[config.mk]
export PLATFORM = sky130hd
export DESIGN_NAME = dacmc_regs
export DESIGN_NICKNAME = d
export VERILOG_FILES = /design/src/dacmc_pkg.sv /design/src/dacmc_atten_step.sv /design/src/dacmc_regs.sv
export SDC_FILE = /design/constraint.sdc
export NUM_CORES = 1
export LEC_CHECK = 0
export BUFFER_PORTS_ARGS = -buffer_cell sky130_fd_sc_hd__buf_2
export CAP_MARGIN = 20
export CORE_UTILIZATION = 30
export CTS_CLUSTER_DIAMETER = 30
export DETAILED_ROUTE_END_ITERATION = 6
export SYNTH_ARGS = -nofsm -noshare
export SYNTH_HDL_FRONTEND = slang
export SYNTH_SLANG_ARGS = --single-unit
[constraint.sdc]
create_clock -name core_clk_i -period 9.84 [get_ports core_clk_i]
set_input_delay 0 -clock core_clk_i [delete_from_list [all_inputs] [get_ports core_clk_i]]
set_output_delay 0 -clock core_clk_i [all_outputs]
set_load 0.1 [all_outputs]
[src/dacmc_pkg.sv]
// Package for the audio DAC mode-control register bank
package dacmc_pkg;
    localparam logic [6:0] IDX_LEFT_ATTEN  = 7'h10;
    localparam logic [6:0] IDX_RIGHT_ATTEN = 7'h11;
    localparam logic [6:0] IDX_FMT_EMPH    = 7'h12;
    localparam logic [6:0] IDX_PHASE_RATE  = 7'h13;
    localparam logic [6:0] IDX_SYS_MODE    = 7'h14;
    localparam logic [6:0] IDX_ZERO_CTRL   = 7'h15;
    localparam logic [6:0] IDX_ZERO_FLAGS  = 7'h16;
    localparam logic [6:0] IDX_DEV_NUMBER  = 7'h17;

    localparam int          CW_RW_BIT       = 15;
    localparam int          CW_IDX_HI       = 14;
    localparam int          CW_IDX_LO       = 8;

    localparam logic [7:0] RST_ATTEN       = 8'hFF;
    localparam logic [7:0] RST_FMT_EMPH    = 8'h50;
    localparam logic [7:0] RST_PHASE_RATE  = 8'h00;
    localparam logic [7:0] RST_SYS_MODE    = 8'h00;
    localparam logic [7:0] RST_ZERO_CTRL   = 8'h01;

    localparam logic [7:0] MASK_PHASE_RATE = 8'hF3;
    localparam logic [7:0] MASK_SYS_MODE   = 8'h7F;
    localparam logic [7:0] MASK_ZERO_CTRL  = 8'h07;

    localparam logic [7:0] MUTE_CODE_MAX   = 8'h0E;
    localparam logic [2:0] STEP_DIV_MAX    = 3'h7;

    // Arbitrary neutral device number default
    localparam logic [4:0] DEV_NUMBER_DEF  = 5'h00;

    typedef struct packed {
        logic       rd_not_wr;
        logic [6:0] index;
        logic [7:0] data;
    } dacmc_cmd_t;

    typedef struct packed {
        logic       atten_load_enable;
        logic [2:0] audio_format_sel;
        logic [1:0] deemph_rate_sel;
        logic       deemph_enable;
        logic       soft_mute;
        logic       phase_invert;
        logic [1:0] atten_step_rate;
        logic       output_disable;
        logic       rolloff_sel;
        logic       zero_auto_mute_en;
        logic       soft_system_reset;
        logic       bitstream_mode;
        logic       filter_bypass;
        logic       single_channel_mode;
        logic       single_channel_pick;
        logic [1:0] oversample_rate_sel;
        logic       sample_zero_out_en;
        logic [1:0] bitstream_zero_out_en;
    } dacmc_mode_t;
endpackage : dacmc_pkg

[src/dacmc_atten_step.sv]
// Per-channel attenuation stepper toward the loaded target
`timescale 1ns/1ps
`default_nettype none
module dacmc_atten_step (
    // Clock and reset
    input  wire logic       core_clk_i,
    input  wire logic       rst_i,
    // Control
    input  wire logic       step_en_i,
    input  wire logic       force_mute_i,
    input  wire logic [7:0] target_i,
    // Result
    output logic      [7:0] level_o,
    output logic            muted_o
);
    import dacmc_pkg::*;

    logic [7:0] goal;

    assign goal = force_mute_i ? 8'h00 : target_i;

    always_ff @(posedge core_clk_i) begin
        if (rst_i) begin
            level_o <= RST_ATTEN;
        end else if (step_en_i) begin
            if (level_o < goal) begin
                level_o <= level_o + 8'h01;
            end else if (level_o > goal) begin
                level_o <= level_o - 8'h01;
            end
        end
    end

    always_ff @(posedge core_clk_i) begin
        if (rst_i) begin
            muted_o <= 1'b0;
        end else begin
            muted_o <= (level_o <= MUTE_CODE_MAX);
        end
    end
endmodule // dacmc_atten_step
`default_nettype wire

[src/dacmc_regs.sv]
// Mode-control register bank of a stereo audio DAC
// What this block does
// - Control word: bit 15 read select, bits 14..8 index, low byte data.
// - Indices 16 to 21: select one reads, select zero writes.
// - Indices 22 and 23 are read-only; writes ignored.
// - Left and right attenuation registers, 8 bits each, default 0 dB.
// - Three-bit audio format field, default 24-bit I2S.
// - De-emphasis rate field and enable bit, both default disabled.
// - Oversampling field in register 20: 64, 128 or 32 fs, default 64.
// - Single_channel_mode select bit and channel pick bit, defaults stereo and left.
// - System reset bit in register 20, default normal operation.
// - Bitstream mode bit in register 20, default disabled.
// - Filter bypass bit in register 20, default internal filter.
// - Infinite-zero auto mute enable in register 19, default off.
// - Sample-mode zero output enable in register 21, default on.
// - Two-bit bitstream zero output enable in register 21, default off.
// - Register 22 holds one zero flag per channel, one when zero.
// - Register 23 returns five-bit device number in bits 4..0.
// - Rolloff bit in register 19 selects sharp or slow, default sharp.
// - In bitstream mode the de-emphasis field selects analog FIR performance.
// - In bitstream mode the oversampling field selects analog FIR rate.
// - With load bit clear, attenuation targets hold; new data is stored but not loaded.
// - Codes 0 to 14 mute; others give half dB times code minus 255.
// - Attenuator steps every 1, 2, 4 or 8 word clocks.
`timescale 1ns/1ps
`default_nettype none
module dacmc_regs (
    // Clock and reset
    input  wire logic                core_clk_i,
    input  wire logic                rst_i,
    // Control word from serial port
    input  wire logic                cmd_valid_i,
    input  wire dacmc_pkg::dacmc_cmd_t cmd_i,
    output logic                     rd_valid_o,
    output logic               [7:0] rd_data_o,
    // Datapath status
    input  wire logic                word_clk_tick_i,
    input  wire logic                left_zero_i,
    input  wire logic                right_zero_i,
    input  wire logic          [4:0] device_number_i,
    // Mode outputs
    output dacmc_pkg::dacmc_mode_t   mode_o,
    output logic               [7:0] left_atten_level_o,
    output logic               [7:0] right_atten_level_o,
    output logic                     left_muted_o,
    output logic                     right_muted_o,
    output logic               [1:0] deemph_curve_o,
    output logic               [1:0] bitstream_fir_perf_o,
    output logic               [1:0] delta_sigma_rate_o,
    output logic               [1:0] bitstream_fir_rate_o
);
    import dacmc_pkg::*;

    logic [7:0] left_attenuation;
    logic [7:0] right_attenuation;
    logic [7:0] format_emphasis_mute;
    logic [7:0] phase_rate_filter;
    logic [7:0] system_mode;
    logic [7:0] zero_output_control;
    logic [7:0] left_target;
    logic [7:0] right_target;
    logic [1:0] zero_meta;
    logic [1:0] zero_sync;
    logic [4:0] dev_meta;
    logic [4:0] dev_sync;
    logic [4:0] dev_prev;
    logic [4:0] dev_number;
    logic [2:0] step_div;
    logic       step_en;
    logic [2:0] step_mask;
    logic       wr_en;
    logic       rd_en;
    logic       wr_left;
    logic       wr_right;
    logic       wr_fmt;
    logic       wr_phase;
    logic       wr_sys;
    logic       wr_zero;
    logic [7:0] next_rd_data;

    assign wr_en = cmd_valid_i && !cmd_i.rd_not_wr;
    assign rd_en = cmd_valid_i && cmd_i.rd_not_wr;

    always_comb begin
        wr_left  = 1'b0;
        wr_right = 1'b0;
        wr_fmt   = 1'b0;
        wr_phase = 1'b0;
        wr_sys   = 1'b0;
        wr_zero  = 1'b0;
        if (wr_en) begin
            unique case (cmd_i.index)
                IDX_LEFT_ATTEN:  wr_left  = 1'b1;
                IDX_RIGHT_ATTEN: wr_right = 1'b1;
                IDX_FMT_EMPH:    wr_fmt   = 1'b1;
                IDX_PHASE_RATE:  wr_phase = 1'b1;
                IDX_SYS_MODE:    wr_sys   = 1'b1;
                IDX_ZERO_CTRL:   wr_zero  = 1'b1;
                default:         ;
            endcase
        end
    end

    always_ff @(posedge core_clk_i) begin
        if (rst_i || system_mode[6]) begin
            left_attenuation  <= RST_ATTEN;
            right_attenuation <= RST_ATTEN;
        end else begin
            if (wr_left) begin
                left_attenuation <= cmd_i.data;
            end
            if (wr_right) begin
                right_attenuation <= cmd_i.data;
            end
        end
    end

    always_ff @(posedge core_clk_i) begin
        if (rst_i || system_mode[6]) begin
            left_target  <= RST_ATTEN;
            right_target <= RST_ATTEN;
        end else if (format_emphasis_mute[7]) begin
            left_target  <= left_attenuation;
            right_target <= right_attenuation;
        end
    end

    always_ff @(posedge core_clk_i) begin
        if (rst_i || system_mode[6]) begin
            format_emphasis_mute <= RST_FMT_EMPH;
        end else if (wr_fmt) begin
            format_emphasis_mute <= cmd_i.data;
        end
    end

    always_ff @(posedge core_clk_i) begin
        if (rst_i || system_mode[6]) begin
            phase_rate_filter <= RST_PHASE_RATE;
        end else if (wr_phase) begin
            phase_rate_filter <= cmd_i.data & MASK_PHASE_RATE;
        end
    end

    always_ff @(posedge core_clk_i) begin
        if (rst_i || system_mode[6]) begin
            system_mode <= RST_SYS_MODE;
        end else if (wr_sys) begin
            system_mode <= cmd_i.data & MASK_SYS_MODE;
        end
    end

    always_ff @(posedge core_clk_i) begin
        if (rst_i || system_mode[6]) begin
            zero_output_control <= RST_ZERO_CTRL;
        end else if (wr_zero) begin
            zero_output_control <= cmd_i.data & MASK_ZERO_CTRL;
        end
    end

    // Zero flag synchroniser
    always_ff @(posedge core_clk_i) begin
        if (rst_i) begin
            zero_meta <= 2'h0;
            zero_sync <= 2'h0;
        end else begin
            zero_meta <= {right_zero_i, left_zero_i};
            zero_sync <= zero_meta;
        end
    end

    // Device number synchroniser
    always_ff @(posedge core_clk_i) begin
        if (rst_i) begin
            dev_meta <= DEV_NUMBER_DEF;
            dev_sync <= DEV_NUMBER_DEF;
        end else begin
            dev_meta <= device_number_i;
            dev_sync <= dev_meta;
        end
    end

    // Device number taken once steady, no torn word
    always_ff @(posedge core_clk_i) begin
        if (rst_i) begin
            dev_prev   <= DEV_NUMBER_DEF;
            dev_number <= DEV_NUMBER_DEF;
        end else begin
            dev_prev <= dev_sync;
            if (dev_prev == dev_sync) begin
                dev_number <= dev_sync;
            end
        end
    end

    always_comb begin
        unique case (phase_rate_filter[6:5])
            2'h0: step_mask = 3'h0;
            2'h1: step_mask = 3'h1;
            2'h2: step_mask = 3'h3;
            2'h3: step_mask = STEP_DIV_MAX;
        endcase
    end

    always_ff @(posedge core_clk_i) begin
        if (rst_i) begin
            step_div <= 3'h0;
        end else if (word_clk_tick_i) begin
            step_div <= step_div + 3'h1;
        end
    end

    assign step_en = word_clk_tick_i && ((step_div & step_mask) == 3'h0);

    dacmc_atten_step u_left (
        .core_clk_i   (core_clk_i),
        .rst_i        (rst_i),
        .step_en_i    (step_en),
        .force_mute_i (format_emphasis_mute[0]),
        .target_i     (left_target),
        .level_o      (left_atten_level_o),
        .muted_o      (left_muted_o)
    );

    dacmc_atten_step u_right (
        .core_clk_i   (core_clk_i),
        .rst_i        (rst_i),
        .step_en_i    (step_en),
        .force_mute_i (format_emphasis_mute[0]),
        .target_i     (right_target),
        .level_o      (right_atten_level_o),
        .muted_o      (right_muted_o)
    );

    always_comb begin
        unique case (cmd_i.index)
            IDX_LEFT_ATTEN:  next_rd_data = left_attenuation;
            IDX_RIGHT_ATTEN: next_rd_data = right_attenuation;
            IDX_FMT_EMPH:    next_rd_data = format_emphasis_mute;
            IDX_PHASE_RATE:  next_rd_data = phase_rate_filter;
            IDX_SYS_MODE:    next_rd_data = system_mode;
            IDX_ZERO_CTRL:   next_rd_data = zero_output_control;
            IDX_ZERO_FLAGS:  next_rd_data = {6'h00, zero_sync};
            IDX_DEV_NUMBER:  next_rd_data = {3'h0, dev_number};
            default:         next_rd_data = 8'h00;
        endcase
    end

    always_ff @(posedge core_clk_i) begin
        if (rst_i) begin
            rd_valid_o <= 1'b0;
            rd_data_o  <= 8'h00;
        end else begin
            rd_valid_o <= rd_en;
            if (rd_en) begin
                rd_data_o <= next_rd_data;
            end
        end
    end

    always_comb begin
        mode_o.atten_load_enable     = format_emphasis_mute[7];
        mode_o.audio_format_sel      = format_emphasis_mute[6:4];
        mode_o.deemph_rate_sel       = format_emphasis_mute[3:2];
        mode_o.deemph_enable         = format_emphasis_mute[1];
        mode_o.soft_mute             = format_emphasis_mute[0];
        mode_o.phase_invert          = phase_rate_filter[7];
        mode_o.atten_step_rate       = phase_rate_filter[6:5];
        mode_o.output_disable        = phase_rate_filter[4];
        mode_o.rolloff_sel           = phase_rate_filter[1];
        mode_o.zero_auto_mute_en     = phase_rate_filter[0];
        mode_o.soft_system_reset     = system_mode[6];
        mode_o.bitstream_mode        = system_mode[5];
        mode_o.filter_bypass         = system_mode[4];
        mode_o.single_channel_mode   = system_mode[3];
        mode_o.single_channel_pick   = system_mode[2];
        mode_o.oversample_rate_sel   = system_mode[1:0];
        mode_o.sample_zero_out_en    = zero_output_control[0];
        mode_o.bitstream_zero_out_en = zero_output_control[2:1];
    end

    assign deemph_curve_o       = system_mode[5] ? 2'h0 : format_emphasis_mute[3:2];
    assign bitstream_fir_perf_o = system_mode[5] ? format_emphasis_mute[3:2] : 2'h0;
    assign delta_sigma_rate_o   = system_mode[5] ? 2'h0 : system_mode[1:0];
    assign bitstream_fir_rate_o = system_mode[5] ? system_mode[1:0] : 2'h0;
endmodule // dacmc_regs
`default_nettype wire

Word level (Yosys, flattened, before mapping)
Index checks and enable logic that the tools add are counted.

word-level totals
  register bits = 110
  latch bits = 0
  RAM bits = 0
  memory bits (read-only) = 0
  output and inout port bits = 59
  logic and storage cells = 80
  memories = 0

cells by class
  $add $sub $neg = 5
  $mul = 0
  divide/modulo/power cells = 0
  $lt $le $gt $ge = 6
  eq/ne operators = 12
  shift operators = 0
  muxes and demuxes = 24
  bitwise operators = 1
  reductions and logical operators = 11

operators with widths
  cell                                                                   count
  8-bit one-hot mux with 8 select lines                                  1
  7-bit by 5-bit == test with 1-bit output, second input constant        8
  8-bit 2-to-1 mux                                                       6
  8-bit by 1-bit adder with 8-bit output, second input constant          2
  8-bit > comparator                                                     2
  8-bit by 4-bit <= comparator with 1-bit output, second input constant  2
  8-bit less-than comparator                                             2
  8-bit by 1-bit subtractor with 8-bit output, second input constant     2
  1-bit 2-to-1 mux                                                       12
  3-bit one-hot mux with 4 select lines                                  1
  2-bit 2-to-1 mux                                                       4
  5-bit == test                                                          1
  2-bit == test, second input constant                                   2
  2-bit AND reduction                                                    2
  2-bit nonzero test                                                     2
  3-bit by 1-bit adder with 3-bit output, second input constant          1
  3-bit AND                                                              1
  1-bit logical AND                                                      3
  3-bit logical NOT                                                      1
  2-bit by 1-bit == test with 1-bit output, second input constant        1
  2-bit logical NOT                                                      1
  1-bit logical NOT                                                      1
  1-bit logical OR                                                       1

Logic depth before layout (Yosys ltp)
  word-level depth = 6
  gate-level depth with buffers = 14

Hierarchy
Synthesis repeated with hierarchy kept, for this count alone.

second synthesis, totals
  cell total of the unflattened synthesis = 590
  area total of the unflattened synthesis = 5491.5 sq um

modules (own cells, without submodules)
  module            instances  cells each  area an instance (sq um)
  dacmc_regs        1          390         3784.9
  dacmc_atten_step  2          100         853.3

Least setup slack after synthesis
OpenSTA, ideal clock, no wires.

  kind = register to register
  from = register u_left.level_o[1]
  to = register u_left.level_o[6]
  arrival = 3438 ps
  data required time = 9720 ps
  setup slack = 6282 ps
  cell stages (with the launch flop) = 13
  buffers on the path = 0
  clock period less this slack = 3558 ps
  path through = dfxtp_1 -> ha_1 -> nor2b_1 -> o211ai_1 -> a21oi_1 -> nand2b_1 -> fa_1 -> a21o_1 -> a21oi_1 -> o21bai_1 -> a21oi_1 -> xnor2_1 -> a211o_1

on the way
  longest elaborated chain between the ends = 3

RTL lines
  what                                                                       line                    RTL
  start, declared                                                            dacmc_atten_step.sv:13  output logic [7:0] level_o,
  start signal, assigned                                                     dacmc_atten_step.sv:27  level_o <= level_o + 8'h01;
  start signal, assigned                                                     dacmc_atten_step.sv:29  level_o <= level_o - 8'h01;
  8-bit by 1-bit subtractor with 8-bit output, or another cell as far along  dacmc_atten_step.sv:29
  8-bit 2-to-1 mux or 2-bit nonzero test (tied branches)                     -
  8-bit 2-to-1 mux or 2-bit AND reduction (tied branches)                    -

Several ways; a longest one is shown, not always the timed one. The select of a mux whose other input is x is not followed.
A chain may end at the register's enable or synchronous reset.

Final worst setup path
  from = register format_emphasis_mute[0]
  to = register u_right.level_o[6]

on the way
  longest elaborated chain between the ends = 4

RTL lines
  what                                                              line                                            RTL
  start, declared                                                   dacmc_regs.sv:56                                logic [7:0] format_emphasis_mute;
  start signal, assigned                                            dacmc_regs.sv:132                               format_emphasis_mute <= cmd_i.data;
  8-bit 2-to-1 mux *                                                dacmc_atten_step.sv:20                          assign goal = force_mute_i ? 8'h00 : target_i;
  8-bit > comparator or 8-bit less-than comparator (tied branches)  dacmc_atten_step.sv:28, dacmc_atten_step.sv:26
  2-bit nonzero test (no line)                                      -
  2-bit AND reduction (no line)                                     -
  end signal, assigned                                              dacmc_atten_step.sv:27
  end signal, assigned                                              dacmc_atten_step.sv:29
  end, declared                                                     dacmc_atten_step.sv:13

Every way passes the cells marked *; elsewhere a longest branch is shown, timed or not.

==> impl_metrics.json <==
{
  "initial_antenna_violation_count": 0,
  "dpl-instance-area_mm2": 0.005888,
  "critical_path.most_common_cell": "sky130_fd_sc_hd__a21oi_1",
  "clock.fmax_mhz": 292.5,
  "worstMarginPinSlew_ns": 1.058,
  "data_arrival_time_of_the_critical_path_ns": 3.67,
  "coreArea_mm2": 0.01730,
  "maximum_number_of_pins_on_one_net_before_global_route_repair": 57,
  "clock_sink_count": 110,
  "global_route.usage.total_pct": 14.85,
  "setup_viol_count_final": 0,
  "nature_of_the_critical_path_endpoint": "flip-flop",
  "route.detailed.wl_per_inst_um": 14.82,
  "count_of_warnings_emitted_by_yosys": 0,
  "post_synth_instance_area_mm2": 0.005308,
  "synthToLayoutAreaGrowth_pct": 20.06,
  "insertion_delay_ns": 0.36,
  "post_cts_hold_buffer_count": 16,
  "drc": 0,
  "criticalPathCategory": "reg2reg",
  "hpwlAfterDp_um": 9204,
  "synthArstFlopShare_pct": 0,
  "drt.antenna.violating_nets": 0,
  "grt_pass1_wl_um": 21040,
  "run_status": "complete, no violations",
  "crit_chain": "nand2b_1 > ha_1 > nor2b_1 > o211ai_1 > a21oi_1 > nand2b_1 > fa_1 > a21o_1 > a21oi_1 > o21bai_1 > a21oi_1 > xnor2_1 > a211o_1",
  "die_w_um": 135.0,
  "worstReg2RegEnd": "u_right.level_o[6]",
  "first_iter_violations": 219,
  "yosysUniqueCellTypes": 46,
  "timing.final.crit_period_ns": 3.419,
  "worstSetupStartpointType": "flip-flop",
  "final_standard_cell_area_without_fillers_mm2": 0.006372,
  "worst_slew_margin_rel_pct": 29.17,
  "finalHoldViolCount": 0,
  "syn-num-nets": 626,
  "synth_edf_count": 0,
  "fin_setup_tns_ns": 0,
  "post-cts-setup-buffer-count": 0,
  "master_of_the_slowest_instance_on_the_critical_path": "sky130_fd_sc_hd__dfxtp_1",
  "largest_fanout_on_the_critical_path": 19,
  "post_synth.cell_area_avg_um2": 9.344,
  "p_leak_nw": 2.830,
  "slew_viol_final": 0,
  "min_from": "cmd_i[13]",
  "critical_path_required_ns": 10.09,
  "r2r_setup_slack_ns": 6.42,
  "dominantRegCellSynth": "sky130_fd_sc_hd__dfxtp_1",
  "die_area_mm2": 0.01823,
  "worst_hold_path_type": "in2reg",
  "grt.overflow.total": 0,
  "worstReg2RegStart": "format_emphasis_mute[0]",
  "fin_hold_ws_ns": 0.05912,
  "vias_in_the_first_global_route": 3974,
  "total_of_buffers_placed_on_input_and_output_ports": 85,
  "r2r_cells": 13,
  "ctsResizeCount": 0,
  "via_count": 4200,
  "hold-path-endpoint": "rd_data_o[7]",
  "syn-instance-count": 568,
  "design.portCount": 86,
  "p_per_area_mw_per_mm2": 242.5,
  "final_layout_size_suffix_gt1_share_pct": 18.06,
  "totalPowerFinal_mw": 1.545,
  "num_antenna_cells": 0,
  "cap_violations": 0,
  "ctsLongestPathBuffers": 2,
  "start_util_pct": 30.69,
  "sequential_cell_area_fraction_in_the_yosys_report_pct": 41.49,
  "die_h_um": 135.0,
  "path_clk_slew_ns": 0.08,
  "number_of_synthesized_register_bits": 110,
  "grt_setup_unrepaired": "no",
  "postRouteWirelength_um": 13100,
  "rows": 48,
  "timing.final.crit_share_pct": 34.75,
  "detail_route.first_pass.iterations": 4,
  "cts_htree_levels": 3,
  "cts_inserted_buffers": 9,
  "min_delay_path_depth": 4,
  "clk_root_buffer_cell": "sky130_fd_sc_hd__clkbuf_16",
  "final.setup_skew_ns": 0.01085,
  "gpl_congestion": 0.7955,
  "crit_path_max_incr_delay_ns": 0.63,
  "cts_tree": "built",
  "vdd_ir_drop_max_uv": 112.5,
  "via_count_normalized_by_instance_count": 4.751,
  "final_net_count": 712
}
[how the worst max path moves through the flow]
| stage | start | end | slack, ns | depth (start not counted) |
|---|---|---|---|---|
| 2_1_floorplan | u_left.level_o[1] | u_left.level_o[6] | 6.28 | 12 |
| 3_3_place_gp | format_emphasis_mute[0] | u_left.level_o[6] | 6.55 | 13 |
| 3_5_place_dp | format_emphasis_mute[0] | u_left.level_o[6] | 6.45 | 13 |
| 4_1_cts | format_emphasis_mute[0] | u_left.level_o[6] | 6.44 | 13 |
| 5_1_grt | format_emphasis_mute[0] | u_right.level_o[7] | 6.06 | 13 |
| 6_report | format_emphasis_mute[0] | u_right.level_o[6] | 6.42 | 13 |
[layer usage]
| metal | GRT usage (%) | part of all wire (%) |
|---|---|---|
| met1 | 20.16 | 48 |
| met2 | 23.02 | 46 |
| met3 | 2.778 | 4.9 |
| met4 | 6.180 | 1.5 |
| met5 | 0 | 0 |
[synth_stat cells, types with 7 or more instances]
master | count | area share [%]
sky130_fd_sc_hd__buf_2 | 7 | 0.66
sky130_fd_sc_hd__a21oi_1 | 34 | 3.2
sky130_fd_sc_hd__nand2b_1 | 19 | 2.2
sky130_fd_sc_hd__xor2_1 | 7 | 1.2
sky130_fd_sc_hd__nand2_1 | 66 | 4.7
sky130_fd_sc_hd__inv_1 | 9 | 0.64
sky130_fd_sc_hd__xnor2_1 | 12 | 2.0
sky130_fd_sc_hd__nor2_1 | 41 | 2.9
sky130_fd_sc_hd__mux2i_1 | 54 | 10
sky130_fd_sc_hd__o21ai_0 | 14 | 1.3
sky130_fd_sc_hd__clkbuf_1 | 17 | 1.2
sky130_fd_sc_hd__a21o_1 | 8 | 1.1
sky130_fd_sc_hd__nand3_1 | 20 | 1.9
sky130_fd_sc_hd__ha_1 | 29 | 6.8
sky130_fd_sc_hd__a211o_1 | 11 | 1.8
sky130_fd_sc_hd__nor2b_1 | 44 | 5.2
sky130_fd_sc_hd__dfxtp_1 | 110 | 41
[stage by stage]
step,cells,util [%],setup slack [ns]
3_5_place_dp,850,34.04,6.455
3_3_place_gp,850,34.04,6.547
5_1_grt,884,36.84,6.064
6_report,884,36.84,6.421
4_1_cts,882,36.75,6.437
2_1_floorplan,568,-,6.282
[final cells by class]
cell class,instances,area [um2]
inverters,9,33.78
clock inverters,7,83.83
flip-flops and latches,110,2202
fillers,1821,10920
repair buffers,105,615.6
clock buffers,9,225.2
well taps,225,281.5
multi-input cells,419,2930
[worst max-delay path, delay by kind of cell, from the launching register on]
family / cells / cell delay, ns
DFF: 1 / 0.63
and+or+nand+nor: 3 / 0.61
AOI/OAI and AO/OA: 7 / 1.28
xor gates and xnor gates: 1 / 0.08
adders and majority gates: 2 / 0.69
[state kept, by name, indices dropped and copies added (netlist names), 2 cells and up]
name                  cells
dev_sync                  5
right_attenuation         8
phase_rate_filter         6
zero_sync                 2
u_left.level_o            8
left_attenuation          8
step_div                  3
dev_meta                  5
right_target              8
system_mode               7
dev_number                5
format_emphasis_mute      8
left_target               8
zero_output_control       3
rd_data_o                 8
u_right.level_o           8
zero_meta                 2
dev_prev                  5
[cell families (layout without fill, tap and decap cells)]
kind of cell / Yosys count / in the layout / synth area share (%)
xor gates and xnor gates: 19 / 19 / 3.135
muxes: 61 / 61 / 12.52
and+or+nand+nor: 215 / 215 / 20.58
DFF: 110 / 110 / 41.49
AOI/OAI and AO/OA: 93 / 93 / 11.34
buffers and inverters: 39 / 130 / 3.347
adders and majority gates: 31 / 31 / 7.591
[power breakdown]
| group | leakage, nW | total, mW | internal [mW] | switching (mW) |
|---|---|---|---|---|
| Sequential | 0.896 | 0.515 | 0.474 | 0.0409 |
| Clock | 0.149 | 0.375 | 0.182 | 0.193 |
| Combinational | 1.78 | 0.655 | 0.242 | 0.413 |
[layout by cell type (no fill, tap or decap), drive strengths merged, types with 3 or more instances in the layout]
cell,count
a21oi,34
nand4,5
clkbuf,9
clkinv,4
inv,12
mux2i,54
nand2,66
nor3b,3
nand2b,19
nor2b,44
mux2,3
buf,89
a22oi,5
xor2,7
nand3,20
dfxtp,110
dlygate4sd3,16
nand3b,3
xnor2,12
o21ai,14
ha,29
nor2,41
a211o,11
a21o,8
mux4,4
o211ai,6
and2,4
a211oi,3
nor3,4
No activity file was read; power rests on OpenSTA's default activity.
